`config.mk`:
```
export PLATFORM = sky130hd
export DESIGN_NAME = fdl_drive_logic
export DESIGN_NICKNAME = d
export VERILOG_FILES = /design/src/logic/fdl_pkg.sv /design/src/logic/fdl_drive_logic.sv
export SDC_FILE = /design/constraint.sdc
export NUM_CORES = 1
export LEC_CHECK = 0
export BUFFER_PORTS_ARGS = -buffer_cell sky130_fd_sc_hd__buf_2
export CORE_MARGIN = 5
export CORE_UTILIZATION = 55
export DETAILED_ROUTE_END_ITERATION = 10
export PLACE_DENSITY_LB_ADDON = 0.12
export SLEW_MARGIN = 20
export SYNTH_ARGS = -nofsm -noshare
export SYNTH_HDL_FRONTEND = slang
export SYNTH_SLANG_ARGS = --single-unit
```
`constraint.sdc`:
```
create_clock -name clk_sys -period 2.4 [get_ports clk_sys]
set_input_delay 0 -clock clk_sys [delete_from_list [all_inputs] [get_ports clk_sys]]
set_output_delay 0 -clock clk_sys [all_outputs]
set_load 0.05 [all_outputs]
```
`src/logic/fdl_pkg.sv`:
```
// Purpose: shared constants of the disk drive control logic
// Assumes: 25 MHz system clock
// Notes:   times kept in their own unit, cycles derived here
package fdl_pkg;
  // ------------------------------------------------------------
  // clock and timing
  // ------------------------------------------------------------
  localparam int CLK_HZ          = 25000000;
  localparam int CYC_PER_US      = CLK_HZ / 1000000;
  localparam int STALL_MS        = 150;
  localparam int ERASE_ON_US     = 430;
  localparam int ERASE_OFF_US    = 850;
  localparam int READ_PULSE_US   = 1;
  localparam int STALL_CYCLES    = STALL_MS * 1000 * CYC_PER_US;
  localparam int ERASE_ON_CYCLES = ERASE_ON_US * CYC_PER_US;
  localparam int ERASE_OFF_CYCLES = ERASE_OFF_US * CYC_PER_US;
  localparam int READ_PULSE_CYCLES = READ_PULSE_US * CYC_PER_US;
  localparam int XOVER_MIN_CYCLES = 2;
  // ------------------------------------------------------------
  // register map (byte addresses, 32-bit words)
  // ------------------------------------------------------------
  localparam logic [3:0] CTRL_ADDR   = 4'h0;
  localparam logic [3:0] STATUS_ADDR = 4'h4;
  localparam logic [3:0] TRACK_ADDR  = 4'h8;
  localparam logic [3:0] ID_ADDR     = 4'hc;
  // ctrl fields
  localparam int CTRL_LOAD_MOTOR_BIT = 0;
  localparam logic CTRL_LOAD_MOTOR_RST = 1'b0;
  // status fields
  localparam int ST_PHASE_LSB   = 0;
  localparam int ST_TRACK0_BIT  = 4;
  localparam int ST_MOTOR_BIT   = 5;
  localparam int ST_STALL_BIT   = 6;
  localparam int ST_ERASE_BIT   = 7;
  localparam int ST_HEAD1_BIT   = 8;
  localparam int ST_WDIR_BIT    = 9;
  localparam int ST_LOAD_BIT    = 10;
  // stepper position 0 energizes phase 4 (outermost track)
  localparam logic [1:0] POS_RST = 2'h0;
  localparam logic [3:0] PHASE_RST = 4'h8;
  localparam logic [7:0] TRACK_RST = 8'h00;
  // arbitrary identification value
  localparam logic [31:0] ID_VALUE = 32'h0000_5a01;
endpackage

```
`src/logic/fdl_drive_logic.sv`:
```
// Purpose: drive-side control logic of a flexible disk drive
// Assumes: all pins synchronous to clk_sys, host pins active low except direction_in and side_select
// Notes:   registers over Avalon-MM, one wait cycle per access
//
// Summary of operation
// - head at track 00 energizes phase 4; inward steps cycle 4,1,2,3,4
// - each accepted step moves the stepper one phase, the head one track
// - track-zero output low while selected and head sits over the outermost track
// - at track zero, outward step commands are ignored
// - spindle runs on request; drive cut after 150 ms without tach pulse
// - erase current on 430 us after write gate goes active
// - erase current off 850 us after write gate goes inactive
// - each write data pulse while write gate is active reverses the write current direction
// - spurious crossover pulses are discarded before shaping
// - each genuine flux transition while write gate is inactive starts a 1 us read data pulse, or restarts one still running
// - index or sector hole drives the revolution output low while selected
// - side choice connects read and write circuits to one head only
// - head solenoid follows unit select or spindle request per strap
// - side choice high selects head zero, low selects head one
// - head motion starts on the trailing edge of the step pulse
// - step commands ignored while write gate is active
// - step commands ignored while the drive is not selected
//
// Added by the designer: the Avalon-MM interface to the registers and the register offsets.
`timescale 1ns/1ps
module fdl_drive_logic #(
  parameter int STALL_CYC     = fdl_pkg::STALL_CYCLES,
  parameter int ERASE_ON_CYC  = fdl_pkg::ERASE_ON_CYCLES,
  parameter int ERASE_OFF_CYC = fdl_pkg::ERASE_OFF_CYCLES,
  parameter int XOVER_MIN     = fdl_pkg::XOVER_MIN_CYCLES
) (
  input  wire logic        clk_sys,
  input  wire logic        rst_n,
  // avalon-mm slave
  input  wire logic [3:0]  avs_address,
  input  wire logic        avs_read,
  input  wire logic        avs_write,
  input  wire logic [31:0] avs_writedata,
  output logic [31:0]      avs_readdata,
  output logic             avs_waitrequest,
  // host interface
  input  wire logic        drive_select_n,
  input  wire logic        motor_on_n,
  input  wire logic        step_n,
  input  wire logic        direction_in,
  input  wire logic        write_gate_n,
  input  wire logic        write_data_n,
  input  wire logic        side_select,
  output logic             track_zero_n,
  output logic             index_n,
  output logic             read_data_n,
  // drive mechanics and sensors
  input  wire logic        track0_sensor,
  input  wire logic        index_sensor,
  input  wire logic        tach_pulse,
  input  wire logic        xover_pulse,
  output logic [3:0]       phase_on,
  output logic             motor_drive,
  output logic             head_load,
  output logic             erase_on,
  output logic             write_dir,
  output logic             head0_en,
  output logic             head1_en
);
  localparam int STALL_W = $clog2(STALL_CYC + 1);
  localparam int ERASE_W = $clog2(ERASE_OFF_CYC + ERASE_ON_CYC + 1);
  localparam int RP_W    = $clog2(fdl_pkg::READ_PULSE_CYCLES + 1);
  localparam int XF_W    = $clog2(XOVER_MIN + 1);

  // ------------------------------------------------------------
  // host pin decode
  // ------------------------------------------------------------
  wire selected   = !drive_select_n;
  wire motor_req  = !motor_on_n;
  wire gate_on    = !write_gate_n;
  logic step_n_reg;
  logic wdata_n_reg;
  logic xover_reg;
  // trailing edge of the low step pulse
  wire step_edge  = !step_n_reg && step_n;
  wire wdata_edge = wdata_n_reg && !write_data_n;

  // ------------------------------------------------------------
  // stepper
  // ------------------------------------------------------------
  logic [1:0] pos_reg;
  logic [1:0] pos_next;
  logic [7:0] track_reg;
  logic [7:0] track_next;
  logic [3:0] phase_next;
  // sensor may also see light at tracks 01 and 02, so qualify by phase 4
  wire at_track0 = track0_sensor && (pos_reg == fdl_pkg::POS_RST);
  wire out_block = at_track0 && !direction_in;
  wire step_ok   = step_edge && selected && !gate_on && !out_block;

  always_comb begin
    pos_next   = pos_reg;
    track_next = track_reg;
    if (step_ok) begin
      if (direction_in) begin
        pos_next   = pos_reg + 2'h1;
        track_next = track_reg + 8'h01;
      end else begin
        pos_next   = pos_reg - 2'h1;
        track_next = (track_reg == 8'h00) ? 8'h00 : track_reg - 8'h01;
      end
    end
  end

  // position 0 = phase 4, 1 = phase 1, 2 = phase 2, 3 = phase 3
  always_comb begin
    unique case (pos_next)
      2'h0: phase_next = 4'h8;
      2'h1: phase_next = 4'h1;
      2'h2: phase_next = 4'h2;
      2'h3: phase_next = 4'h4;
    endcase
  end

  // ------------------------------------------------------------
  // spindle stall watch
  // ------------------------------------------------------------
  logic [STALL_W-1:0] stall_cnt_reg;
  logic               stalled_reg;
  wire stall_hit = stall_cnt_reg == STALL_W'(STALL_CYC - 1);

  always_ff @(posedge clk_sys or negedge rst_n) begin
    if (!rst_n) begin
      stall_cnt_reg <= '0;
      stalled_reg   <= 1'b0;
    end else if (!motor_req) begin
      // dropping the request re-arms the start trigger
      stall_cnt_reg <= '0;
      stalled_reg   <= 1'b0;
    end else if (tach_pulse) begin
      stall_cnt_reg <= '0;
    end else if (!stalled_reg) begin
      stall_cnt_reg <= stall_cnt_reg + STALL_W'(1);
      if (stall_hit) begin
        stalled_reg <= 1'b1;
      end
    end
  end

  // ------------------------------------------------------------
  // erase timing
  // ------------------------------------------------------------
  logic [ERASE_W-1:0] erase_cnt_reg;
  wire erase_want   = gate_on != erase_on;
  wire erase_on_hit = erase_cnt_reg == ERASE_W'(ERASE_ON_CYC - 1);
  wire erase_off_hit = erase_cnt_reg == ERASE_W'(ERASE_OFF_CYC - 1);
  wire erase_flip   = erase_want && (gate_on ? erase_on_hit : erase_off_hit);

  always_ff @(posedge clk_sys or negedge rst_n) begin
    if (!rst_n) begin
      erase_cnt_reg <= '0;
      erase_on      <= 1'b0;
    end else if (!erase_want || erase_flip) begin
      // a gate change mid-delay cancels the pending change and clears the count
      erase_cnt_reg <= '0;
      if (erase_flip) begin
        erase_on <= gate_on;
      end
    end else begin
      erase_cnt_reg <= erase_cnt_reg + ERASE_W'(1);
    end
  end

  // ------------------------------------------------------------
  // read path: crossover filter and pulse shaper
  // ------------------------------------------------------------
  logic [XF_W-1:0] xf_cnt_reg;
  logic            xf_done_reg;
  logic [RP_W-1:0] rp_cnt_reg;
  // a crossover counts only after holding for XOVER_MIN cycles
  wire xf_hit  = xover_reg && (xf_cnt_reg == XF_W'(XOVER_MIN - 1));
  wire flux_ok = xf_hit && !xf_done_reg && !gate_on;

  always_ff @(posedge clk_sys or negedge rst_n) begin
    if (!rst_n) begin
      xf_cnt_reg  <= '0;
      xf_done_reg <= 1'b0;
    end else if (!xover_reg) begin
      xf_cnt_reg  <= '0;
      xf_done_reg <= 1'b0;
    end else if (xf_hit) begin
      xf_done_reg <= 1'b1;
    end else begin
      xf_cnt_reg <= xf_cnt_reg + XF_W'(1);
    end
  end

  always_ff @(posedge clk_sys or negedge rst_n) begin
    if (!rst_n) begin
      rp_cnt_reg  <= '0;
      read_data_n <= 1'b1;
    end else if (flux_ok) begin
      // a new transition restarts the pulse count, so close transitions merge into one longer pulse
      rp_cnt_reg  <= RP_W'(fdl_pkg::READ_PULSE_CYCLES - 1);
      read_data_n <= 1'b0;
    end else if (rp_cnt_reg != '0) begin
      rp_cnt_reg <= rp_cnt_reg - RP_W'(1);
    end else begin
      read_data_n <= 1'b1;
    end
  end

  // ------------------------------------------------------------
  // register file
  // ------------------------------------------------------------
  logic        load_motor_reg;
  logic [31:0] rd_mux;
  wire acc_start = (avs_read || avs_write) && avs_waitrequest;
  wire wr_take   = avs_write && !avs_waitrequest;
  wire ctrl_hit  = avs_address == fdl_pkg::CTRL_ADDR;

  always_comb begin
    rd_mux = 32'h0000_0000;
    unique case (avs_address)
      fdl_pkg::CTRL_ADDR:
        rd_mux[fdl_pkg::CTRL_LOAD_MOTOR_BIT] = load_motor_reg;
      fdl_pkg::STATUS_ADDR: begin
        rd_mux[fdl_pkg::ST_PHASE_LSB +: 4]  = phase_on;
        rd_mux[fdl_pkg::ST_TRACK0_BIT]      = at_track0;
        rd_mux[fdl_pkg::ST_MOTOR_BIT]       = motor_drive;
        rd_mux[fdl_pkg::ST_STALL_BIT]       = stalled_reg;
        rd_mux[fdl_pkg::ST_ERASE_BIT]       = erase_on;
        rd_mux[fdl_pkg::ST_HEAD1_BIT]       = head1_en;
        rd_mux[fdl_pkg::ST_WDIR_BIT]        = write_dir;
        rd_mux[fdl_pkg::ST_LOAD_BIT]        = head_load;
      end
      fdl_pkg::TRACK_ADDR: rd_mux[7:0] = track_reg;
      fdl_pkg::ID_ADDR:    rd_mux = fdl_pkg::ID_VALUE;
      default:             rd_mux = 32'h0000_0000;
    endcase
  end

  // one wait cycle, then a single low cycle per access
  always_ff @(posedge clk_sys or negedge rst_n) begin
    if (!rst_n) begin
      avs_waitrequest <= 1'b1;
    end else begin
      avs_waitrequest <= !acc_start;
    end
  end

  // read data is loaded with the answer and held until the next read
  always_ff @(posedge clk_sys or negedge rst_n) begin
    if (!rst_n) begin
      avs_readdata <= 32'h0000_0000;
    end else if (acc_start && avs_read) begin
      avs_readdata <= rd_mux;
    end
  end

  always_ff @(posedge clk_sys or negedge rst_n) begin
    if (!rst_n) begin
      load_motor_reg <= fdl_pkg::CTRL_LOAD_MOTOR_RST;
    end else if (wr_take && ctrl_hit) begin
      load_motor_reg <= avs_writedata[fdl_pkg::CTRL_LOAD_MOTOR_BIT];
    end
  end

  // ------------------------------------------------------------
  // input sampling
  // ------------------------------------------------------------
  always_ff @(posedge clk_sys or negedge rst_n) begin
    if (!rst_n) begin
      step_n_reg  <= 1'b1;
      wdata_n_reg <= 1'b1;
      xover_reg   <= 1'b0;
    end else begin
      step_n_reg  <= step_n;
      wdata_n_reg <= write_data_n;
      xover_reg   <= xover_pulse;
    end
  end

  // ------------------------------------------------------------
  // stepper state
  // ------------------------------------------------------------
  always_ff @(posedge clk_sys or negedge rst_n) begin
    if (!rst_n) begin
      pos_reg   <= fdl_pkg::POS_RST;
      track_reg <= fdl_pkg::TRACK_RST;
      phase_on  <= fdl_pkg::PHASE_RST;
    end else begin
      pos_reg   <= pos_next;
      track_reg <= track_next;
      phase_on  <= phase_next;
    end
  end

  // ------------------------------------------------------------
  // host status outputs
  // ------------------------------------------------------------
  always_ff @(posedge clk_sys or negedge rst_n) begin
    if (!rst_n) begin
      track_zero_n <= 1'b1;
      index_n      <= 1'b1;
    end else begin
      // track zero and index outputs only answer while the drive is selected
      track_zero_n <= !(at_track0 && selected);
      index_n      <= !(index_sensor && selected);
    end
  end

  // ------------------------------------------------------------
  // spindle drive and head load
  // ------------------------------------------------------------
  always_ff @(posedge clk_sys or negedge rst_n) begin
    if (!rst_n) begin
      motor_drive <= 1'b0;
      head_load   <= 1'b0;
    end else begin
      motor_drive <= motor_req && !stalled_reg;
      // strap: 1 loads the head with the spindle request
      head_load   <= load_motor_reg ? motor_req : selected;
    end
  end

  // ------------------------------------------------------------
  // write current and head choice
  // ------------------------------------------------------------
  always_ff @(posedge clk_sys or negedge rst_n) begin
    if (!rst_n) begin
      write_dir <= 1'b0;
    end else if (gate_on && wdata_edge) begin
      // each reversal of the write current records one bit
      write_dir <= !write_dir;
    end
  end

  always_ff @(posedge clk_sys or negedge rst_n) begin
    if (!rst_n) begin
      head0_en <= 1'b1;
      head1_en <= 1'b0;
    end else begin
      head0_en <= side_select;
      head1_en <= !side_select;
    end
  end

endmodule

```
==> reports/summary.log, run 1 <==
qor: drt.avgRoutedWirePerCell 16.3 um
qor: critical_path.critPathCaptureType flop
qor: drt.drt-total-wl 10400 um
qor: timing.tightestPinTransition 0.715 ns
qor: cts.clk-insertion-delay-late 0.36 ns
qor: cells_and_area.design_area 5220 um^2
qor: floorplan.initial_utilization 56.2%
qor: synthesis.seq_area_frac_synth 46.8%
qor: critical_path.cp_data_arrival_time 2.28 ns
qor: timing.timing.final.hold_violations 0
qor: critical_path.cp_max_fo 9
qor: critical_path.cp.required 2.66 ns
qor: pwr.power_internal 0.00242 W
qor: cts.ctsLongestPathBuffers 2
qor: cells_and_area.nets 585
qor: drt.drc 0
qor: pwr.switching_power 0.00150 W
qor: floorplan.core.rowCount 33
qor: synthesis.syn-instance-count 469
qor: global_route.grt_max_degree 45
qor: pwr.share_seq_of_total_power 48.1%
qor: drt.dr_wl_met2 4900 um
qor: drt.routed.top_layer met5
qor: cts.h-tree-depth 3
qor: synthesis.yosys_warnings 0
qor: place.dp_hpwl 7180 um
qor: pwr.cellPowerDensity 752 nW/um^2
qor: cells_and_area.postLayoutCoreUtil 63.5%
qor: timing.setup_total_negative_slack 0 ns
qor: drt.met3_wl_post_dr 709 um
qor: pwr.swShare 38.3%
qor: cts.cts.sink_count 86
qor: critical_path.timing_worst_setup_path_type flop to flop
qor: cells_and_area.largest_reg_flops 22
qor: drt.viasPerCell 5.82
qor: timing.post-route-period-util 84.4%
qor: critical_path.critPathLaunchType flop
qor: drt.drt-pass1-iter-count 6
qor: pwr.ir_worst_vdd 0.651 mV
qor: floorplan.core-area 8220 um^2
qor: place.numPlacedInstances 601
qor: cells_and_area.area_growth_from_synthesis_to_layout 13.0%
qor: pwr.combPwrFrac 28.3%
qor: synthesis.syn_area_per_cell 9.84 um^2
qor: cts.cts_made_buffers 9
qor: place.gpl.final_weighted_congestion 0.901
qor: pwr.power.share.clock 23.7%
qor: cells_and_area.drive_above_1_share 17.5%
qor: critical_path.worstPathCellList inv_1, ha_1, nor4b_1, a21oi_1, a211o_1, a21o_1
qor: global_route.first_global_vias 3501
qor: critical_path.timing.critical_path.slowest_cell_delay 0.48 ns
qor: timing.fmaxAchievable 494 MHz
qor: global_route.antenna_found_initial 2
qor: global_route.global_route.usage.total 21.4%
qor: cts.post-cts-setup-buffer-count 0
qor: cts.cts_tree built
qor: cts.ctsRootBufferMaster clkbuf_8
qor: floorplan.design.die.area 10300 um^2
qor: critical_path.slowest_stage dfrtp_1
qor: floorplan.dieWidth 102 um
qor: global_route.grt_overflow 0
qor: drt.dr.first_iter.drc_count 232
qor: floorplan.chipHeight 102 um
qor: drt.wl_met1 4710 um
qor: run_status.status complete, no violations
qor: hold_path.min_path_type input pin to flop
qor: synthesis.yosys_register_bits 86
qor: timing.finClkSkew 0.0114 ns
qor: synthesis.post_synth_instance_area 4620 um^2
qor: flow_run.timing.max_cap.violations 0
qor: synthesis.unique_cell_type_count_in_the_yosys_netlist 64
qor: floorplan.design.portCount 97
qor: synthesis.synth-main-ff-cell dfrtp_1
qor: synthesis.synth_async_sr_flop_share 100%
qor: cts.clkSlewWorstSetupHoldPaths 0.09 ns
qor: timing.final_max_slew_viol_count 0
qor: timing.rsz0062_at_grt false
qor: place.post_dp_cell_area 4860 um^2
qor: timing.finalWorstPathRequiredPeriod 2.03 ns
qor: synthesis.synth_edf_count 0
qor: global_route.grt_pass1_wl 17500 um
qor: drt.vias 3703
qor: timing.maxSlewHeadroom 52.1%
qor: drt.postRouteAntennaNets 0
qor: place.portBuffers 47
qor: timing.final-setup-viol-count 0
qor: pwr.power_leakage 2.26 nW
qor: cells_and_area.layout.cells.non_filler 636
-- worst max-delay path: cells and delay by family, from the launching register on --
kind,cells,cell delay [ns]
AOI/OAI and AO/OA,3,0.71
buffers and inverters,1,0.13
and+or+nand+nor,1,0.44
DFF,1,0.48
adders and majority gates,1,0.17
-- area by class of cell --
| type | count | area [um^2] |
|---|---|---|
| Clock buffer | 9 | 124 |
| Fill cell | 679 | 3000 |
| Clock inverter | 7 | 51.3 |
| Sequential cell | 86 | 2160 |
| Multi-Input combinational cell | 330 | 2160 |
| Antenna cell | 1 | 2.50 |
| Inverter | 24 | 90.1 |
| Timing Repair Buffer | 74 | 498 |
| Tap cell | 105 | 131 |
-- routing by layer --
layer / vias to the layer above / track usage, %
met5: - / 0
met4: 2 / 4.50
met3: 7 / 7.37
met2: 99 / 33.2
met1: 1820 / 29.3
li1: 1775 / -
-- synth_stat cells (all sizes together), types with 3 or more instances --
cell | instances | area share, %
or4 | 7 | 1.1
nor3b | 4 | 0.65
nand2 | 28 | 2.3
and2 | 4 | 0.54
inv | 24 | 2.0
o21ai | 19 | 2.1
a21o | 5 | 0.81
nand2b | 4 | 0.54
or2 | 4 | 0.54
nor4 | 9 | 1.2
clkbuf | 21 | 1.7
nand4 | 13 | 1.8
or3 | 8 | 1.2
dfstp | 8 | 4.6
a211oi | 3 | 0.49
buf | 25 | 4.2
nand3 | 21 | 2.3
dfrtp | 78 | 42
o21a | 8 | 1.3
nand3b | 3 | 0.57
o41ai | 3 | 0.57
a222oi | 7 | 1.5
a21oi | 13 | 1.4
o311ai | 4 | 0.76
mux2i | 7 | 1.5
and4 | 3 | 0.57
ha | 9 | 2.4
o31ai | 9 | 1.5
nand4b | 3 | 0.57
nor3 | 23 | 2.7
nor4b | 5 | 0.95
nor2 | 30 | 2.4
xor2 | 13 | 2.5
xnor2 | 14 | 2.7
-- kinds of logic (layout without fill, tap and decap cells) --
logic type               count (synthesis)  in the layout  synth area share, %
AND/OR/NAND/NOR                        180            180                 22.0
AO/OA/AOI/OAI                           88             88                 13.9
flip-flops                              86             86                 46.8
buffers and inverters                   70            114                 7.86
XOR/XNOR                                27             27                 5.12
adder cells (fa/ha/maj)                  9              9                 2.44
multiplexers                             8              8                 1.76
other                                    1             19               0.0812
-- power by group through the flow --
stage | sequential [W] | clock [W] | combinational, W
3_5_place_dp | 0.00191 | 0 | 0.00108
5_1_grt | 0.00192 | 0.00102 | 0.00122
2_1_floorplan | 0.00207 | 0 | 0.000665
6_report | 0.00188 | 0.000929 | 0.00111
4_1_cts | 0.00188 | 0.000954 | 0.00112
3_3_place_gp | 0.00189 | 0 | 0.00106
-- stage by stage --
| step | hold slack (ns) | total power, W | worst slack (ns) |
|---|---|---|---|
| final | 0.0119 | 0.00392 | 0.374 |
| after global placement | 0.0247 | 0.00295 | 0.447 |
| after global routing | 0.000485 | 0.00416 | 0.218 |
| after floorplan | -0.296 | 0.00274 | 0.536 |
| after detailed placement | 0.0289 | 0.00299 | 0.418 |
| after CTS | 0.00157 | 0.00395 | 0.377 |
-- repair_timing --
item	CTS	global route
endpoints found under the hold margin	56	0
hold buffers	18	0
gates resized for setup	0	0
-- cell usage in the layout (no fill, tap or decap), types with 13 or more instances in the layout --
cell type	n
nor2_1	30
nand2_1	28
inv_1	24
nand4_1	13
xor2_1	13
nor3_1	21
nand3_1	21
o21ai_0	19
a21oi_1	13
xnor2_1	14
conb_1	18
buf_2	46
dfrtp_1	78
dlygate4sd3_1	18
-- worst paths after layout --
| kind | startpoint | end | slack (ns) | depth (start not counted) |
|---|---|---|---|---|
| setup / recovery | track_reg[0]$_DFFE_PN0P_ | track_reg[5]$_DFFE_PN0P_ | 0.37 | 6 |
| hold / removal | avs_write | load_motor_reg$_DFFE_PN0P_ | 0.01 | 3 |
| setup reg to reg | track_reg[0]$_DFFE_PN0P_ | track_reg[5]$_DFFE_PN0P_ | 0.37 | 6 |
| hold reg to reg | avs_readdata[9]$_DFFE_PN0P_ | avs_readdata[9]$_DFFE_PN0P_ | 0.50 | 2 |
| max in group asynchronous | rst_n | avs_waitrequest$_DFF_PN1_ | 1.54 | 3 |
| min in group asynchronous | rst_n | erase_cnt_reg[8]$_DFF_PN0_ | 0.17 | 2 |
Power figures use the tool's default switching activity.
==> run 2, diff against run 1 <==
- CORE_UTILIZATION: 55 -> 50
- clock period: 2.4 -> 1.8 ns (I/O delays scaled with it)
==> reports/summary.log, run 2 (synthesized netlist as in run 1, its figures left out) <==
qor: cts.cts_tree built
qor: timing.tightestPinTransition 0.856 ns
qor: cells_and_area.n_antenna_cell 0
qor: cells_and_area.drive_above_1_share 28.5%
qor: run_status.status complete, no violations
qor: drt.dr.first_iter.drc_count 189
qor: place.gpl.final_weighted_congestion 0.818
qor: cts.ctsRootBufferMaster clkbuf_8
qor: cells_and_area.fillerInstances 763
qor: global_route.global_route.usage.total 20.7%
qor: cts.h-tree-depth 3
qor: place.dp_hpwl 7950 um
qor: critical_path.critPathLaunchType flop
qor: cells_and_area.nets 641
qor: cells_and_area.layout.cells.most_common_list dfrtp_1 (71), buf_4 (60), buf_2 (46)
qor: floorplan.design.portCount 97
qor: timing.final-setup-viol-count 0
qor: global_route.grt_overflow 0
qor: cells_and_area.largest_reg_flops 22
qor: timing.timing.final.hold_violations 0
qor: timing.fmaxAchievable 560 MHz
qor: drt.viasPerCell 5.71
qor: pwr.cellPowerDensity 975 nW/um^2
qor: cts.clkSlewWorstSetupHoldPaths 0.09 ns
qor: critical_path.r2r_start stall_cnt_reg[10]$_DFFE_PN0P_
qor: floorplan.chipHeight 106 um
qor: critical_path.cp_data_arrival_time 2.07 ns
qor: cts.cts_made_buffers 9
qor: critical_path.cp.required 2.09 ns
qor: timing.post-route-period-util 99.2%
qor: place.post_dp_cell_area 5130 um^2
qor: hold_path.min_path_type input pin to async pin
qor: drt.drt-pass1-iter-count 7
qor: timing.setup_total_negative_slack 0 ns
qor: cells_and_area.design_area 5790 um^2
qor: drt.drc 0
qor: critical_path.timing_worst_setup_path_type flop to flop
qor: critical_path.ff2ff_path_depth 5
qor: timing.finalWorstPathRequiredPeriod 1.79 ns
qor: drt.avgRoutedWirePerCell 16.4 um
qor: floorplan.initial_utilization 50.7%
qor: critical_path.ff2ff_setup_slack 0.01 ns
qor: drt.vias 3977
qor: cts.ctsLongestPathBuffers 2
qor: cts.clk-insertion-delay-late 0.36 ns
qor: pwr.ir_worst_vdd 0.718 mV
qor: cells_and_area.final_common_cell dfrtp_1
qor: drt.drt-total-wl 11400 um
qor: floorplan.core.rowCount 35
qor: floorplan.core-area 9110 um^2
qor: critical_path.cp_max_fo 6
qor: pwr.power_leakage 2.58 nW
qor: flow_run.timing.max_cap.violations 0
qor: timing.finalHoldWorstSlack 0.0723 ns
qor: global_route.grt_pass1_wl 18800 um
qor: global_route.antenna_found_initial 0
qor: timing.rsz0062_at_grt true
qor: global_route.grt_max_degree 43
qor: critical_path.critPathCaptureType flop
qor: cells_and_area.area_growth_from_synthesis_to_layout 25.4%
qor: timing.maxSlewHeadroom 42.9%
qor: global_route.first_global_vias 3789
qor: floorplan.design.die.area 11300 um^2
qor: timing.final_max_slew_viol_count 0
qor: floorplan.dieWidth 106 um
qor: place.portBuffers 47
qor: drt.postRouteAntennaNets 0
qor: cts.cts.sink_count 86
qor: critical_path.endpoint_of_the_most_critical_register_to_register_path stall_cnt_reg[15]$_DFFE_PN0P_
qor: timing.finClkSkew 0.0101 ns
[run 2: metrics by stage]
step | worst slack (ns) | utilization [%] | power [W] | cells
4_1_cts | 0.00430 | 61.2 | 0.00567 | 680
2_1_floorplan | 0.0102 | - | 0.00365 | 486
5_1_grt | -0.0611 | 63.6 | 0.00597 | 697
3_5_place_dp | -0.0335 | 56.4 | 0.00409 | 642
6_report | 0.0141 | 63.6 | 0.00564 | 697
3_3_place_gp | 0.0492 | 56.4 | 0.00405 | 642
[run 2: worst max path at each step]
stage	from	endpoint	depth (start not counted)
2_1_floorplan	erase_cnt_reg[2]$_DFF_PN0_	erase_cnt_reg[10]$_DFF_PN0_	7
4_1_cts	stall_cnt_reg[1]$_DFFE_PN0P_	stall_cnt_reg[12]$_DFFE_PN0P_	5
6_report	stall_cnt_reg[10]$_DFFE_PN0P_	stall_cnt_reg[15]$_DFFE_PN0P_	5
3_3_place_gp	pos_reg[1]$_DFF_PN0_	track_reg[2]$_DFFE_PN0P_	5
3_5_place_dp	stall_cnt_reg[1]$_DFFE_PN0P_	stall_cnt_reg[12]$_DFFE_PN0P_	5
5_1_grt	erase_cnt_reg[6]$_DFF_PN0_	erase_on$_DFFE_PN0P_	5
[run 2: what timing repair did]
| item | CTS | global route |
|---|---|---|
| hold buffers | 22 | 0 |
| endpoints found under the hold margin | 96 | 0 |
| resized for setup | 1 | 24 |
| pin swaps | 0 | 10 |
| setup buffers | 0 | 17 |
| endpoints found under the setup margin | 1 | 24 |
[run 2: layer usage]
metal,share of wire (%),GRT usage [%]
met5,0,0
met2,48,32.8
met1,45,28.6
met4,1.4,5.83
met3,5.8,4.74
[run 2: layout make-up]
cell class	instances	area, um^2	area share (%)
Multi-Input combinational cell	330	2240	38.8
Sequential cell	86	2170	37.5
Timing Repair Buffer	130	926	16.0
Tap cell	111	139	2.40
Clock buffer	9	124	2.14
Clock inverter	7	96.3	1.66
Inverter	24	90.1	1.56
[run 2: report_power, final]
group / internal [W] / total [W] / switching (W)
combinational: 0.000616 / 0.00172 / 0.00111
clock: 0.000783 / 0.00152 / 0.000735
sequential: 0.00221 / 0.00240 / 0.000189
[run 2: worst max-delay path: stages, from the launching register on]
cell and delay [ns]:
dfrtp_1 0.37, nand4_1 0.18, or3_4 0.47, buf_4 0.16, or4_1 0.39, a21oi_1 0.15
==> run 3, diff against run 2 <==
- CORE_ASPECT_RATIO: unset -> 1.2
- PLACE_DENSITY: unset -> 0.77
- PLACE_DENSITY_LB_ADDON: 0.12 -> unset
==> reports/summary.log, run 3 (synthesized netlist as in run 1, its figures left out) <==
qor: run_status.status complete, no violations
qor: drt.wl_met1 4660 um
qor: timing.fmaxAchievable 566 MHz
qor: floorplan.core.rowCount 38
qor: cts.ctsRootBufferMaster clkbuf_8
qor: floorplan.design.die.area 11300 um^2
qor: drt.avgRoutedWirePerCell 16.7 um
qor: timing.finalWorstPathRequiredPeriod 1.77 ns
qor: drt.drt-pass1-iter-count 5
qor: pwr.power.share.clock 27.1%
qor: cells_and_area.multi_input_comb_area 2230 um^2
qor: drt.routed.top_layer met4
qor: cells_and_area.area_growth_from_synthesis_to_layout 23.0%
qor: cells_and_area.largest_reg_flops 22
qor: global_route.grt_pass1_wl 18600 um
qor: floorplan.core-area 9030 um^2
qor: timing.finalHoldWorstSlack 0.136 ns
qor: cells_and_area.nets 627
qor: global_route.grt_overflow 0
qor: drt.drt-total-wl 11600 um
qor: pwr.power_internal 0.00363 W
qor: floorplan.chipHeight 115 um
qor: place.portBuffers 47
qor: pwr.cellPowerDensity 993 nW/um^2
qor: cts.h-tree-depth 3
qor: timing.final_max_slew_viol_count 0
qor: cells_and_area.n_antenna_cell 0
qor: drt.met3_wl_post_dr 621 um
qor: global_route.global_route.usage.total 20.3%
qor: critical_path.critPathLaunchType flop
qor: cts.cts_made_buffers 9
qor: timing.rsz0062_at_grt true
qor: cts.clkSlewWorstSetupHoldPaths 0.08 ns
qor: cells_and_area.fillerInstances 738
qor: global_route.grt_max_degree 47
qor: critical_path.slowest_stage or3_4
qor: drt.postRouteAntennaNets 0
qor: floorplan.dieWidth 97.7 um
qor: cts.cts_tree built
qor: floorplan.design.portCount 97
qor: timing.finClkSkew 0.00985 ns
qor: cts.clk-insertion-delay-late 0.38 ns
qor: timing.timing.final.hold_violations 0
qor: drt.dr_wl_met2 6040 um
qor: global_route.antenna_found_initial 0
qor: timing.setup_total_negative_slack 0 ns
qor: pwr.power_leakage 2.48 nW
qor: drt.drc 0
qor: timing.final-setup-viol-count 0
qor: pwr.switching_power 0.00201 W
qor: flow_run.timing.max_cap.violations 0
qor: pwr.ir_worst_vdd 0.661 mV
qor: critical_path.timing.critical_path.slowest_cell_delay 0.47 ns
qor: critical_path.cp_max_fo 5
qor: cells_and_area.final_common_cell dfrtp_1
qor: cts.ctsLongestPathBuffers 2
qor: place.gpl.final_weighted_congestion 0.895
qor: drt.dr.first_iter.drc_count 337
qor: critical_path.timing_worst_setup_path_type flop to flop
qor: critical_path.cp.required 2.05 ns
qor: pwr.combPwrFrac 30.2%
qor: drt.vias 3995
qor: pwr.swShare 35.7%
qor: critical_path.critPathCaptureType flop
qor: timing.maxSlewHeadroom 50.9%
qor: drt.viasPerCell 5.77
qor: critical_path.cp_data_arrival_time 2.01 ns
qor: cells_and_area.drive_above_1_share 25.5%
qor: global_route.first_global_vias 3938
qor: timing.post-route-period-util 98.1%
qor: timing.tightestPinTransition 0.735 ns
qor: cts.cts.sink_count 86
qor: critical_path.worstPathCellList nand4_1, or3_4, buf_4, o31ai_1, a21oi_2
qor: place.dp_hpwl 7590 um
qor: hold_path.min_path_type input pin to async pin
qor: cells_and_area.layout.cells.most_common_list dfrtp_1 (72), buf_2 (46), buf_4 (45)
qor: cells_and_area.seq_area 2170 um^2
qor: floorplan.initial_utilization 51.1%
qor: pwr.share_seq_of_total_power 42.7%
[run 3: repair_timing]
| item | CTS | global route |
|---|---|---|
| gates resized for setup | 1 | 19 |
| pin swaps | 0 | 8 |
| gates cloned | 0 | 1 |
| hold buffers | 22 | 0 |
| buffers inserted | 0 | 14 |
| setup endpoints to repair | 1 | 25 |
| hold endpoints to repair | 60 | 0 |
[run 3: path summary, 6_finish.rpt]
check | from | end | slack, ns | cells after the start
hold / removal | rst_n | write_dir$_DFFE_PN0P_ | 0.14 | 2
max in group asynchronous | rst_n | phase_on[3]$_DFF_PN1_ | 0.99 | 3
setup reg to reg | stall_cnt_reg[8]$_DFFE_PN0P_ | stall_cnt_reg[16]$_DFFE_PN0P_ | 0.03 | 5
min in group clk_sys | xover_pulse | xover_reg$_DFF_PN0_ | 0.27 | 2
setup / recovery | stall_cnt_reg[8]$_DFFE_PN0P_ | stall_cnt_reg[16]$_DFFE_PN0P_ | 0.03 | 5
hold reg to reg | rp_cnt_reg[4]$_DFFE_PN0P_ | rp_cnt_reg[4]$_DFFE_PN0P_ | 0.49 | 1
[run 3: cell type report]
type,count,share of cell area (%)
multi-input cells,331,39.2
flip-flops and latches,86,38.2
clock buffers,11,2.49
clock inverters,5,1.45
inverters,24,1.59
repair buffers,115,14.4
well taps,120,2.64
[run 3: metrics by stage]
step                worst slack, ns  std cells  util (%)  total power (W)  area [um^2]
detailed placement           0.0283        639      56.0          0.00409         5050
global route                -0.0769        692      62.9          0.00595         5680
global placement             0.0791        639      56.0          0.00403         5050
finish                       0.0341        692      62.9          0.00564         5680
CTS                          0.0193        677      60.9          0.00567         5500
floorplan                    0.0102        486         -          0.00365         4690
[run 3: power by group through the flow]
| stage | Combinational (W) | Clock, W | Sequential [W] |
|---|---|---|---|
| 5_1_grt | 0.00185 | 0.00165 | 0.00244 |
| 3_3_place_gp | 0.00160 | 0 | 0.00243 |
| 4_1_cts | 0.00170 | 0.00157 | 0.00240 |
| 6_report | 0.00170 | 0.00153 | 0.00241 |
| 3_5_place_dp | 0.00165 | 0 | 0.00244 |
| 2_1_floorplan | 0.000890 | 0 | 0.00276 |
[run 3: metal layers]
layer	track usage [%]	vias to the layer above
met2	35.7	129
met4	8.03	0
met1	24.4	1975
li1	-	1867
met3	4.73	24
met5	0	-
[run 3: critical path: cells and delay by family (launching register included)]
family | cells | cell delay (ns)
compound gates | 2 | 0.45
buf+inv | 1 | 0.15
flops | 1 | 0.37
simple gates | 2 | 0.66
